**src/uafe_pkg.sv**
```systemverilog
// Package: register map, field positions, reset values and helpers
package uafe_pkg;
   localparam int ADDR_W = 3;
   localparam int DATA_W = 8;
   localparam logic [2:0] OFS_CTRL = 3'h0;
   localparam logic [2:0] OFS_BUF = 3'h1;
   localparam logic [2:0] OFS_SLAVE_ADDRESS = 3'h2;
   localparam logic [2:0] OFS_SMASK = 3'h3;
   localparam logic [2:0] OFS_PWR = 3'h4;
   localparam logic [2:0] OFS_BAUD = 3'h5;
   localparam logic [2:0] OFS_STAT = 3'h6;
   localparam int CTRL_B7 = 7;
   localparam int CTRL_M1 = 6;
   localparam int CTRL_AF = 5;
   localparam int CTRL_REN = 4;
   localparam int CTRL_TB8 = 3;
   localparam int CTRL_RB8 = 2;
   localparam int CTRL_TDF = 1;
   localparam int CTRL_RDF = 0;
   localparam int PWR_FESEL = 6;
   localparam int BAUD_TX_T2 = 0;
   localparam int BAUD_RX_T2 = 1;
   localparam int STAT_TX_BUSY = 0;
   localparam int STAT_RX_BUSY = 1;
   localparam logic [7:0] RST_BYTE = 8'h00;
   localparam logic [3:0] DIV_LAST = 4'hF;
   localparam logic [3:0] SMP_A = 4'h7;
   localparam logic [3:0] SMP_B = 4'h8;
   localparam logic [3:0] SMP_C = 4'h9;
   localparam logic [8:0] RX_INIT = 9'h1FF;
   typedef enum logic [1:0] {
      TX_IDLE, TX_PEND, TX_START, TX_DATA
   } uafe_tx_state_t;
   typedef enum logic {RX_HUNT, RX_RUN} uafe_rx_state_t;
   function automatic logic uafe_major(input logic a, input logic b,
                                       input logic c);
      return (a & b) | (a & c) | (b & c);
   endfunction : uafe_major
   function automatic logic [7:0] uafe_rev8(input logic [7:0] v);
      logic [7:0] r;
      for (int i = 0; i < 8; i++) begin
         r[i] = v[7 - i];
      end
      return r;
   endfunction : uafe_rev8
endpackage : uafe_pkg

```
**src/uafe_link_if.sv**
```systemverilog
// Interface: signals between the port top and its shift engines
interface uafe_link_if;
   logic tx_tick;
   logic tx_load;
   logic [7:0] tx_data;
   logic tx_line;
   logic tx_done;
   logic tx_busy;
   logic rx_tick;
   logic rx_enable;
   logic rx_line;
   logic rx_done;
   logic [7:0] rx_data;
   logic rx_stop;
   logic rx_busy;
   modport top_mp(output tx_tick, tx_load, tx_data, rx_tick, rx_enable,
                  rx_line, input tx_line, tx_done, tx_busy, rx_done,
                  rx_data, rx_stop, rx_busy);
   modport tx_mp(input tx_tick, tx_load, tx_data,
                 output tx_line, tx_done, tx_busy);
   modport rx_mp(input rx_tick, rx_enable, rx_line,
                 output rx_done, rx_data, rx_stop, rx_busy);
endinterface : uafe_link_if

```
**src/uafe_tx.sv**
```systemverilog
// Transmit engine: divide-by-16 bit timer and shift register
module uafe_tx (
   input wire logic clock,
   input wire logic rst_sync_b,
   uafe_link_if.tx_mp lk
);
   import uafe_pkg::*;
   uafe_tx_state_t state_reg;
   logic [8:0] shift_reg;
   logic [3:0] div_reg;
   logic roll;
   logic last;
   assign roll = lk.tx_tick && (div_reg == DIV_LAST);
   assign last = (shift_reg[8:2] == 7'h00) && shift_reg[1];
   always_ff @(posedge clock or negedge rst_sync_b) begin
      if (!rst_sync_b) begin
         div_reg <= 4'h0;
      end else if (lk.tx_tick) begin
         div_reg <= div_reg + 4'h1;
      end
   end
   always_ff @(posedge clock or negedge rst_sync_b) begin
      if (!rst_sync_b) begin
         state_reg <= TX_IDLE;
         shift_reg <= 9'h000;
      end else if (lk.tx_load) begin
         shift_reg <= {1'b1, lk.tx_data};
         state_reg <= TX_PEND;
      end else if (roll) begin
         case (state_reg)
            TX_PEND: state_reg <= TX_START;
            TX_START: state_reg <= TX_DATA;
            TX_DATA: begin
               shift_reg <= {1'b0, shift_reg[8:1]};
               if (last) begin
                  state_reg <= TX_IDLE;
               end
            end
            default: state_reg <= TX_IDLE;
         endcase
      end
   end
   assign lk.tx_done = roll && (state_reg == TX_DATA) && last;
   assign lk.tx_line = (state_reg == TX_START) ? 1'b0 :
                       (state_reg == TX_DATA) ? shift_reg[0] : 1'b1;
   assign lk.tx_busy = (state_reg != TX_IDLE);
   a_tx_start_low: assert property (@(posedge clock)
      disable iff (!rst_sync_b)
      (state_reg == TX_START) |-> !lk.tx_line && shift_reg[8])
      else $error("start not low or data shifted early");
   a_tx_marker_load: assert property (@(posedge clock)
      disable iff (!rst_sync_b)
      lk.tx_load |=> shift_reg == {1'b1, $past(lk.tx_data)})
      else $error("marker not loaded");
   a_tx_start_roll: assert property (@(posedge clock)
      disable iff (!rst_sync_b)
      (state_reg == TX_PEND) ##1 (state_reg == TX_START) |-> $past(roll))
      else $error("start off rollover");
endmodule : uafe_tx

```
**src/uafe_rx.sv**
```systemverilog
// Receive engine: start hunt, 7/8/9 majority sampling, 9-bit shifter
module uafe_rx (
   input wire logic clock,
   input wire logic rst_sync_b,
   uafe_link_if.rx_mp lk
);
   import uafe_pkg::*;
   uafe_rx_state_t state_reg;
   logic [8:0] shift_reg;
   logic [3:0] cnt_reg;
   logic [1:0] smp_reg;
   logic prev_reg;
   logic bit_val;
   logic at_c;
   logic first;
   assign bit_val = uafe_major(smp_reg[0], smp_reg[1], lk.rx_line);
   assign at_c = lk.rx_tick && (state_reg == RX_RUN) && (cnt_reg == SMP_C);
   assign first = (shift_reg == RX_INIT);
   always_ff @(posedge clock or negedge rst_sync_b) begin
      if (!rst_sync_b) begin
         prev_reg <= 1'b1;
      end else if (lk.rx_tick) begin
         prev_reg <= lk.rx_line;
      end
   end
   always_ff @(posedge clock or negedge rst_sync_b) begin
      if (!rst_sync_b) begin
         state_reg <= RX_HUNT;
         shift_reg <= RX_INIT;
         cnt_reg <= 4'h0;
         smp_reg <= 2'b11;
      end else if (lk.rx_tick) begin
         case (state_reg)
            RX_HUNT: begin
               if (lk.rx_enable && prev_reg && !lk.rx_line) begin
                  cnt_reg <= 4'h0;
                  shift_reg <= RX_INIT;
                  state_reg <= RX_RUN;
               end
            end
            RX_RUN: begin
               cnt_reg <= cnt_reg + 4'h1;
               if (cnt_reg == SMP_A) smp_reg[0] <= lk.rx_line;
               if (cnt_reg == SMP_B) smp_reg[1] <= lk.rx_line;
               if (cnt_reg == SMP_C) begin
                  if (first && bit_val) begin
                     state_reg <= RX_HUNT;
                  end else if (!shift_reg[8]) begin
                     state_reg <= RX_HUNT;
                  end else begin
                     shift_reg <= {shift_reg[7:0], bit_val};
                  end
               end
            end
            default: state_reg <= RX_HUNT;
         endcase
      end
   end
   assign lk.rx_done = at_c && !first && !shift_reg[8];
   assign lk.rx_data = uafe_rev8(shift_reg[7:0]);
   assign lk.rx_stop = bit_val;
   assign lk.rx_busy = (state_reg == RX_RUN);
   a_rx_ones_init: assert property (@(posedge clock)
      disable iff (!rst_sync_b)
      (state_reg == RX_HUNT) ##1 (state_reg == RX_RUN) |->
      first && (cnt_reg == 4'h0)) else $error("no 1FF on start");
   a_rx_back_hunt: assert property (@(posedge clock)
      disable iff (!rst_sync_b)
      lk.rx_done |=> state_reg == RX_HUNT) else $error("no rehunt");
endmodule : uafe_rx

```
**src/uafe_top.sv**
```systemverilog
// Top: async serial port registers, bit-rate selection and pin logic
module uafe_top (
   input wire logic clock,
   input wire logic rst_b,
   input wire logic [uafe_pkg::ADDR_W-1:0] reg_addr,
   input wire logic [uafe_pkg::DATA_W-1:0] reg_wdata,
   input wire logic reg_wr,
   input wire logic reg_rd,
   output logic [uafe_pkg::DATA_W-1:0] reg_rdata,
   input wire logic timer1_overflow,
   input wire logic timer2_overflow,
   input wire logic rxd_pin,
   output logic txd_pin
);
   import uafe_pkg::*;

   ////////////////////////////////////////////////////////////////////////
   // Reset release and pin synchronisers

   logic [1:0] rst_pipe_reg;
   logic rst_sync_b;
   logic rxd_meta_reg;
   logic rxd_sync_reg;

   always_ff @(posedge clock or negedge rst_b) begin
      if (!rst_b) begin
         rst_pipe_reg <= 2'b00;
      end else begin
         rst_pipe_reg <= {rst_pipe_reg[0], 1'b1};
      end
   end
   assign rst_sync_b = rst_pipe_reg[1];

   // Idle line is high, so the synchroniser resets high to avoid a
   // false start edge right after reset
   always_ff @(posedge clock or negedge rst_sync_b) begin
      if (!rst_sync_b) begin
         rxd_meta_reg <= 1'b1;
         rxd_sync_reg <= 1'b1;
      end else begin
         rxd_meta_reg <= rxd_pin;
         rxd_sync_reg <= rxd_meta_reg;
      end
   end

   ////////////////////////////////////////////////////////////////////////
   // Software-visible state

   logic mode0_reg;
   logic mode1_reg;
   logic filt_en_reg;
   logic rx_en_reg;
   logic tx_ninth_reg;
   logic rx_ninth_reg;
   logic tdf_reg;
   logic rdf_reg;
   logic fe_reg;
   logic fe_sel_reg;
   logic [7:0] pwr_rest_reg;
   logic [1:0] baud_reg;
   logic [7:0] rx_buf_reg;
   logic [7:0] slave_address_reg;
   logic [7:0] smask_reg;
   logic [7:0] rdata_reg;
   logic txd_reg;

   logic wr_ctrl;
   logic wr_buf;
   logic wr_pwr;
   logic accept;
   logic filt_active;
   logic addr_hit;
   logic [7:0] given_addr;
   logic [7:0] bcast_addr;
   logic [7:0] ctrl_view;

   uafe_link_if lk();

   assign wr_ctrl = reg_wr && (reg_addr == OFS_CTRL);
   assign wr_buf = reg_wr && (reg_addr == OFS_BUF);
   assign wr_pwr = reg_wr && (reg_addr == OFS_PWR);

   ////////////////////////////////////////////////////////////////////////
   // Bit-rate tick selection

   // Both timers pulse in this clock domain, so no synchroniser here
   always_comb begin
      lk.tx_tick = baud_reg[BAUD_TX_T2] ? timer2_overflow
                                        : timer1_overflow;
      lk.rx_tick = baud_reg[BAUD_RX_T2] ? timer2_overflow
                                        : timer1_overflow;
   end

   assign lk.tx_load = wr_buf;
   assign lk.tx_data = reg_wdata;
   assign lk.rx_enable = rx_en_reg;
   assign lk.rx_line = rxd_sync_reg;

   uafe_tx u_tx (
      .clock(clock),
      .rst_sync_b(rst_sync_b),
      .lk(lk.tx_mp)
   );

   uafe_rx u_rx (
      .clock(clock),
      .rst_sync_b(rst_sync_b),
      .lk(lk.rx_mp)
   );

   ////////////////////////////////////////////////////////////////////////
   // Address recognition and frame acceptance

   assign given_addr = slave_address_reg & smask_reg;
   assign bcast_addr = slave_address_reg | smask_reg;
   // Given: only mask-one positions compared; broadcast: zero positions
   // of the broadcast pattern are ignored
   assign addr_hit = (((lk.rx_data ^ given_addr) & smask_reg) == 8'h00)
                  || (((lk.rx_data ^ bcast_addr) & bcast_addr) == 8'h00);
   assign filt_active = filt_en_reg && (mode0_reg || mode1_reg);
   // Stop bit doubles as the ninth bit, so an address byte from the
   // remote master must carry a one there
   assign accept = !rdf_reg && (!filt_active ||
                   (lk.rx_stop && addr_hit));

   ////////////////////////////////////////////////////////////////////////
   // Control register and flags

   always_ff @(posedge clock or negedge rst_sync_b) begin
      if (!rst_sync_b) begin
         mode0_reg <= RST_BYTE[CTRL_B7];
         mode1_reg <= RST_BYTE[CTRL_M1];
         filt_en_reg <= RST_BYTE[CTRL_AF];
         rx_en_reg <= RST_BYTE[CTRL_REN];
         tx_ninth_reg <= RST_BYTE[CTRL_TB8];
      end else if (wr_ctrl) begin
         if (!fe_sel_reg) begin
            mode0_reg <= reg_wdata[CTRL_B7];
         end
         mode1_reg <= reg_wdata[CTRL_M1];
         filt_en_reg <= reg_wdata[CTRL_AF];
         rx_en_reg <= reg_wdata[CTRL_REN];
         tx_ninth_reg <= reg_wdata[CTRL_TB8];
      end
   end

   // Hardware set wins over a software clear in the same cycle
   always_ff @(posedge clock or negedge rst_sync_b) begin
      if (!rst_sync_b) begin
         tdf_reg <= RST_BYTE[CTRL_TDF];
      end else if (lk.tx_done) begin
         tdf_reg <= 1'b1;
      end else if (wr_ctrl) begin
         tdf_reg <= reg_wdata[CTRL_TDF];
      end
   end

   always_ff @(posedge clock or negedge rst_sync_b) begin
      if (!rst_sync_b) begin
         rdf_reg <= RST_BYTE[CTRL_RDF];
      end else if (lk.rx_done && accept) begin
         rdf_reg <= 1'b1;
      end else if (wr_ctrl) begin
         rdf_reg <= reg_wdata[CTRL_RDF];
      end
   end

   always_ff @(posedge clock or negedge rst_sync_b) begin
      if (!rst_sync_b) begin
         rx_buf_reg <= RST_BYTE;
         rx_ninth_reg <= RST_BYTE[CTRL_RB8];
      end else if (lk.rx_done && accept) begin
         rx_buf_reg <= lk.rx_data;
         rx_ninth_reg <= lk.rx_stop;
      end else if (wr_ctrl) begin
         rx_ninth_reg <= reg_wdata[CTRL_RB8];
      end
   end

   // Framing error is set whatever the view select; only software clears
   always_ff @(posedge clock or negedge rst_sync_b) begin
      if (!rst_sync_b) begin
         fe_reg <= 1'b0;
      end else if (lk.rx_done && !lk.rx_stop) begin
         fe_reg <= 1'b1;
      end else if (wr_ctrl && fe_sel_reg) begin
         fe_reg <= reg_wdata[CTRL_B7];
      end
   end

   ////////////////////////////////////////////////////////////////////////
   // Power control, baud select, address registers

   always_ff @(posedge clock or negedge rst_sync_b) begin
      if (!rst_sync_b) begin
         fe_sel_reg <= RST_BYTE[PWR_FESEL];
         pwr_rest_reg <= RST_BYTE;
      end else if (wr_pwr) begin
         fe_sel_reg <= reg_wdata[PWR_FESEL];
         pwr_rest_reg <= reg_wdata;
      end
   end

   always_ff @(posedge clock or negedge rst_sync_b) begin
      if (!rst_sync_b) begin
         baud_reg <= RST_BYTE[1:0];
         slave_address_reg <= RST_BYTE;
         smask_reg <= RST_BYTE;
      end else if (reg_wr) begin
         if (reg_addr == OFS_BAUD) baud_reg <= reg_wdata[1:0];
         if (reg_addr == OFS_SLAVE_ADDRESS) slave_address_reg <= reg_wdata;
         if (reg_addr == OFS_SMASK) smask_reg <= reg_wdata;
      end
   end

   ////////////////////////////////////////////////////////////////////////
   // Read path: data valid only in the cycle after the read strobe
   // Zero outside the answer cycle, so a master that samples late sees
   // an obviously empty bus rather than stale data

   always_comb begin
      ctrl_view = 8'h00;
      ctrl_view[CTRL_B7] = fe_sel_reg ? fe_reg : mode0_reg;
      ctrl_view[CTRL_M1] = mode1_reg;
      ctrl_view[CTRL_AF] = filt_en_reg;
      ctrl_view[CTRL_REN] = rx_en_reg;
      ctrl_view[CTRL_TB8] = tx_ninth_reg;
      ctrl_view[CTRL_RB8] = rx_ninth_reg;
      ctrl_view[CTRL_TDF] = tdf_reg;
      ctrl_view[CTRL_RDF] = rdf_reg;
   end

   always_ff @(posedge clock or negedge rst_sync_b) begin
      if (!rst_sync_b) begin
         rdata_reg <= 8'h00;
      end else if (reg_rd) begin
         case (reg_addr)
            OFS_CTRL: rdata_reg <= ctrl_view;
            OFS_BUF: rdata_reg <= rx_buf_reg;
            OFS_SLAVE_ADDRESS: rdata_reg <= slave_address_reg;
            OFS_SMASK: rdata_reg <= smask_reg;
            OFS_PWR: begin
               rdata_reg <= pwr_rest_reg;
               rdata_reg[PWR_FESEL] <= fe_sel_reg;
            end
            OFS_BAUD: rdata_reg <= {6'h00, baud_reg};
            OFS_STAT: begin
               rdata_reg <= 8'h00;
               rdata_reg[STAT_TX_BUSY] <= lk.tx_busy;
               rdata_reg[STAT_RX_BUSY] <= lk.rx_busy;
            end
            default: rdata_reg <= 8'h00;
         endcase
      end else begin
         rdata_reg <= 8'h00;
      end
   end
   assign reg_rdata = rdata_reg;

   ////////////////////////////////////////////////////////////////////////
   // Transmit pin, registered so the output comes from a flip-flop
   // One cycle of pin latency buys a glitch-free output; bit lengths
   // are unaffected

   always_ff @(posedge clock or negedge rst_sync_b) begin
      if (!rst_sync_b) begin
         txd_reg <= 1'b1;
      end else begin
         txd_reg <= lk.tx_line;
      end
   end
   assign txd_pin = txd_reg;

   ////////////////////////////////////////////////////////////////////////
   // Checks

   a_rx_accept_load: assert property (@(posedge clock)
      disable iff (!rst_sync_b)
      (lk.rx_done && accept) |=> rdf_reg && (rx_buf_reg == $past(lk.rx_data)))
      else $error("accepted frame not loaded");

   a_rx_full_drop: assert property (@(posedge clock)
      disable iff (!rst_sync_b)
      (lk.rx_done && rdf_reg) |=> $stable(rx_buf_reg))
      else $error("frame overwrote full buffer");

   a_filter_miss: assert property (@(posedge clock)
      disable iff (!rst_sync_b)
      (lk.rx_done && filt_active && !addr_hit && !rdf_reg) |=>
      !rdf_reg || $past(wr_ctrl))
      else $error("unmatched address accepted");

   a_fe_on_stop: assert property (@(posedge clock)
      disable iff (!rst_sync_b)
      (lk.rx_done && !lk.rx_stop) |=> fe_reg)
      else $error("framing error not set");

   a_fe_sw_only: assert property (@(posedge clock)
      disable iff (!rst_sync_b)
      (fe_reg && !(wr_ctrl && fe_sel_reg)) |=> fe_reg)
      else $error("framing error cleared by hardware");

   a_tdf_done_set: assert property (@(posedge clock)
      disable iff (!rst_sync_b)
      lk.tx_done |=> tdf_reg ##1 (tdf_reg || $past(wr_ctrl)))
      else $error("transmit-done not set");

   a_bit7_view: assert property (@(posedge clock)
      disable iff (!rst_sync_b)
      (reg_rd && reg_addr == OFS_CTRL) |=>
      reg_rdata[CTRL_B7] == ($past(fe_sel_reg) ? $past(fe_reg)
                                               : $past(mode0_reg)))
      else $error("bit 7 view wrong");

   a_mode0_nofilt: assert property (@(posedge clock)
      disable iff (!rst_sync_b)
      (lk.rx_done && !rdf_reg && !mode0_reg && !mode1_reg) |=> rdf_reg)
      else $error("frame filtered in mode 0");

endmodule : uafe_top

```
**config.mk**
```make
export PLATFORM = sky130hd
export DESIGN_NAME = uafe_top
export DESIGN_NICKNAME = d
export VERILOG_FILES = /design/src/uafe_pkg.sv /design/src/uafe_link_if.sv /design/src/uafe_tx.sv /design/src/uafe_rx.sv /design/src/uafe_top.sv
export SDC_FILE = /design/constraint.sdc
export NUM_CORES = 1
export LEC_CHECK = 0
export ABC_AREA = 1
export ABC_CLOCK_PERIOD_IN_PS = 5500
export BUFFER_PORTS_ARGS = -buffer_cell sky130_fd_sc_hd__buf_2
export CELL_PAD_IN_SITES_DETAIL_PLACEMENT = 1
export CELL_PAD_IN_SITES_GLOBAL_PLACEMENT = 1
export CORE_AREA = 4 4 99 101
export CTS_BUF_LIST = sky130_fd_sc_hd__clkbuf_4 sky130_fd_sc_hd__clkbuf_8 sky130_fd_sc_hd__clkbuf_16
export CTS_CLUSTER_SIZE = 28
export DETAILED_ROUTE_END_ITERATION = 10
export DIE_AREA = 0 0 103 105
export PLACE_DENSITY = 0.79
export REMOVE_ABC_BUFFERS = 1
export SLEW_MARGIN = 20
export SYNTH_ARGS = -nofsm -noshare
export SYNTH_HDL_FRONTEND = slang
export SYNTH_SLANG_ARGS = --single-unit
export TNS_END_PERCENT = 50
```
**constraint.sdc**
```tcl
create_clock -name clock -period 5.5 [get_ports clock]
set_input_delay 1.1 -clock clock [delete_from_list [all_inputs] [get_ports clock]]
set_output_delay 1.1 -clock clock [all_outputs]
set_load 0.02 [all_outputs]
```
==> impl_results.md <==
- Post-synthesis adder-cell area fraction: 2.34%
- CP Max Fanout: 15
- RD Place Congestion: 0.817
- Final Slew Violations: 0
- Die area: 10800 um^2
- Port buffer count: 26
- Vert. Die Dim: 105 um
- Routed len/inst: 17.2 um
- Avg Inst Size Synth: 8.30 um^2
- RSZ-0062 raised after global routing: false
- Cell variety after synth: 37
- Crit-path leading delay family: simple AND/OR/NAND/NOR gates
- # IOs: 27
- Final hold vios: 0
- Worst-margin pin slew: 0.874 ns
- Die width: 103 um
- Setup-failing EPs final: 0
- Worst-Skew Late Latency: 0.37 ns
- Tcrit/Tclk final: 41.6%
- Inserted Clock Buffers: 9
- Max cap viols: 0
- CP peak stage delay: 0.37 ns
- Via Count: 3593
- Synth top area share: 42.7%
- Sink Count: 88
- Compound-Gate Fraction of Synth Area: 14.3%
- First-pass GRT wire length: 19600 um
- Final #Nets: 571
- Number of global-route vias before repair: 3911
- Initial DRC count: 140
- Global route overflow: 0
- Row cnt: 35
- DRC viols: 0
- Outcome: completed
- Post-synthesis sequential area ratio: 51.9%
- Total GRT Usage: 23.0%
- Rel. slew slack: 41.8%
- YS warnings: 0
- Ant diodes: 0
- Largest family of logic cells by synthesized area: simple AND/OR/NAND/NOR gates
- Tot Pwr: 2040 uW
- DR vias/cell: 5.44
- Critical Path End Type: register
- Post-layout util: 52.0%
- Ys async rst share: 100%
- CTS H-tree depth: 3
- Reg2reg path depth: 7
- PostCTS Resize Cnt: 0
- Synth Cell Area: 4280 um^2
- Synth Area in XOR/XNOR: 0.614%
- Top cell by count, worst path: nand2_1
- Crit path depth: 7
- Min Tclk post-route: 2.29 ns
- Clk root buf: clkbuf_8
- Initial antenna violation count: 0
- Initial core utilization: 47.4%
- Simple-gate area share of the yosys netlist: 23.7%
- Worst Skew: 0.0118 ns
- Postcts setup bufs: 0
- Critical path arrival: 2.51 ns
- Tightest Hold Check Type: reg2async
- Syn-to-layout area delta: 9.65%
- Critical path's slowest cell: nand2_1
- Share of cells above drive strength 1: 14.0%
- Core Region: 9020 um^2
- Clk buf depth: 2
- Post-synthesis mux area share: 0.497%
- Crit Path Class: in2reg
- Synth Instances: 516
- Pwr Density: 435 nW/um^2
- DRT Wirelength: 11400 um
- WP buf/inv: 2
- CTS tree: yes
- Worst endpoint required time: 5.73 ns
- Fmax: 438 MHz
- Setup TNS Final: 0 ns
- HPWL after DPL: 8620 um
- Synth Flop Type: dfrtp_1
- Flops & latches, synth: 88
- Peak supply drop: 0.171 mV
- DR pass1 iterations: 4
- Leakage power: 0.00232 uW
- Yosys top cell by area: dfrtp_1
- CP Launch Type: input pin
- Antenna-violating nets left: 0
- Largest cells by area after synthesis: dfrtp_1 (43%), nand2_1 (14%), dfstp_2 (9.2%)
- Largest net degree at the start of global routing: 68
- Post-synth EDFFs: 0
- Clock-pin slew on the worst setup and hold paths: 0.10 ns
- CTS Hold Bufs: 0
- Critical path cell sequence: buf_2, nor2_1, nand2_1, inv_1, nand2_1, o21ai_0, o311ai_0
power breakdown:
group | total [uW] | switching (uW) | internal (uW)
sequential | 1050 | 190 | 863
combinational | 549 | 355 | 194
clock | 441 | 266 | 175
total | 2040 | 811 | 1230
kinds of logic (layout without fill, tap and decap cells):
kind of cell | count (synthesis) | in the layout
simple gates | 233 | 233
compound gates | 111 | 111
flops | 88 | 88
buf+inv | 70 | 104
fa+ha+maj | 8 | 8
xor+xnor | 3 | 3
mux | 2 | 2
other cells | 1 | 1
placed cells by master, fill, tap and decap left out, drive strengths merged:
cell type  instances
o311ai             1
o2111ai            1
clkbuf             9
a21o               1
a211oi             2
inv               66
nor4               1
o21ai             81
nand3             34
ha                 8
o211ai             6
dfrtp             73
a221oi             1
nand2            167
clkinv             1
a22oi              1
nor2              17
clkinvlp           1
a21oi              9
nor3               7
o22ai              1
a31oi              6
conb               1
dfstp             15
nor3b              2
xor2               3
buf               27
mux2i              1
mux2               1
o21a               1
nand4              5
routing by layer:
metal / part of all wire, % / vias to the layer above / global-route usage (%)
met5: 0 / - / 0
met4: 1.5 / 0 / 6.29
met3: 2.4 / 13 / 4.21
met2: 51 / 45 / 38.9
met1: 45 / 1790 / 29.8
li1: - / 1745 / -
worst reg2reg max path, stage by stage, from the launching register on:
cell and delay (ns):
dfrtp_1 0.44, o21ai_2 0.28, nand2_2 0.11, nor3_1 0.32, nand2_1 0.18, nand2_2 0.26
o211ai_1 0.14, o21ai_1 0.10
final timing paths:
path	startpoint	end	slack [ns]
max	reg_addr[1]	fe_reg$_DFFE_PN0P_	3.21
min	rst_pipe_reg[1]$_DFF_PN0_	u_rx.cnt_reg[2]$_DFFE_PN0P_	0.20
max reg2reg	baud_reg[0]$_DFFE_PN0P_	u_tx.shift_reg[5]$_DFFE_PN0P_	3.61
min reg2reg	rst_pipe_reg[1]$_DFF_PN0_	u_rx.cnt_reg[2]$_DFFE_PN0P_	0.20
max in group asynchronous	rst_pipe_reg[1]$_DFF_PN0_	tdf_reg$_DFFE_PN0P_	4.15
min in group clock	rst_pipe_reg[0]$_DFF_PN0_	rst_pipe_reg[1]$_DFF_PN0_	0.36
synth_stat cells, types with 2 or more instances:
| cell | count |
|---|---|
| a211oi_1 | 2 |
| a21oi_1 | 9 |
| a31oi_1 | 6 |
| buf_2 | 3 |
| buf_4 | 2 |
| clkbuf_1 | 3 |
| dfrtp_1 | 73 |
| dfstp_2 | 15 |
| ha_1 | 8 |
| inv_1 | 57 |
| inv_2 | 4 |
| nand2_1 | 159 |
| nand2_2 | 6 |
| nand2_4 | 2 |
| nand3_1 | 34 |
| nand4_1 | 5 |
| nor2_1 | 17 |
| nor3_1 | 5 |
| nor3_4 | 2 |
| nor3b_1 | 2 |
| o211ai_1 | 6 |
| o21ai_0 | 76 |
| o21ai_1 | 3 |
| o21ai_2 | 2 |
| xor2_1 | 3 |
per-stage QoR:
step / instance area [um^2] / hold slack, ns / std cells / setup WS [ns]
2_1_floorplan: 4230 / 0.331 / 507 / 2.89
3_3_place_gp: 4510 / 0.198 / 645 / 2.89
3_5_place_dp: 4510 / 0.201 / 645 / 2.84
4_1_cts: 4690 / 0.210 / 661 / 3.21
5_1_grt: 4690 / 0.226 / 661 / 3.01
6_report: 4690 / 0.200 / 661 / 3.21
cell type report:
| type | count | area, um^2 |
|---|---|---|
| Sequential cell | 88 | 2220 |
| Timing Repair Buffer | 27 | 138 |
| Clock inverter | 7 | 61.3 |
| Tap cell | 111 | 139 |
| Inverter | 61 | 229 |
| Multi-Input combinational cell | 358 | 1780 |
| Fill cell | 1114 | 4330 |
| Clock buffer | 9 | 124 |
No activity file was read; power rests on OpenSTA's default activity.
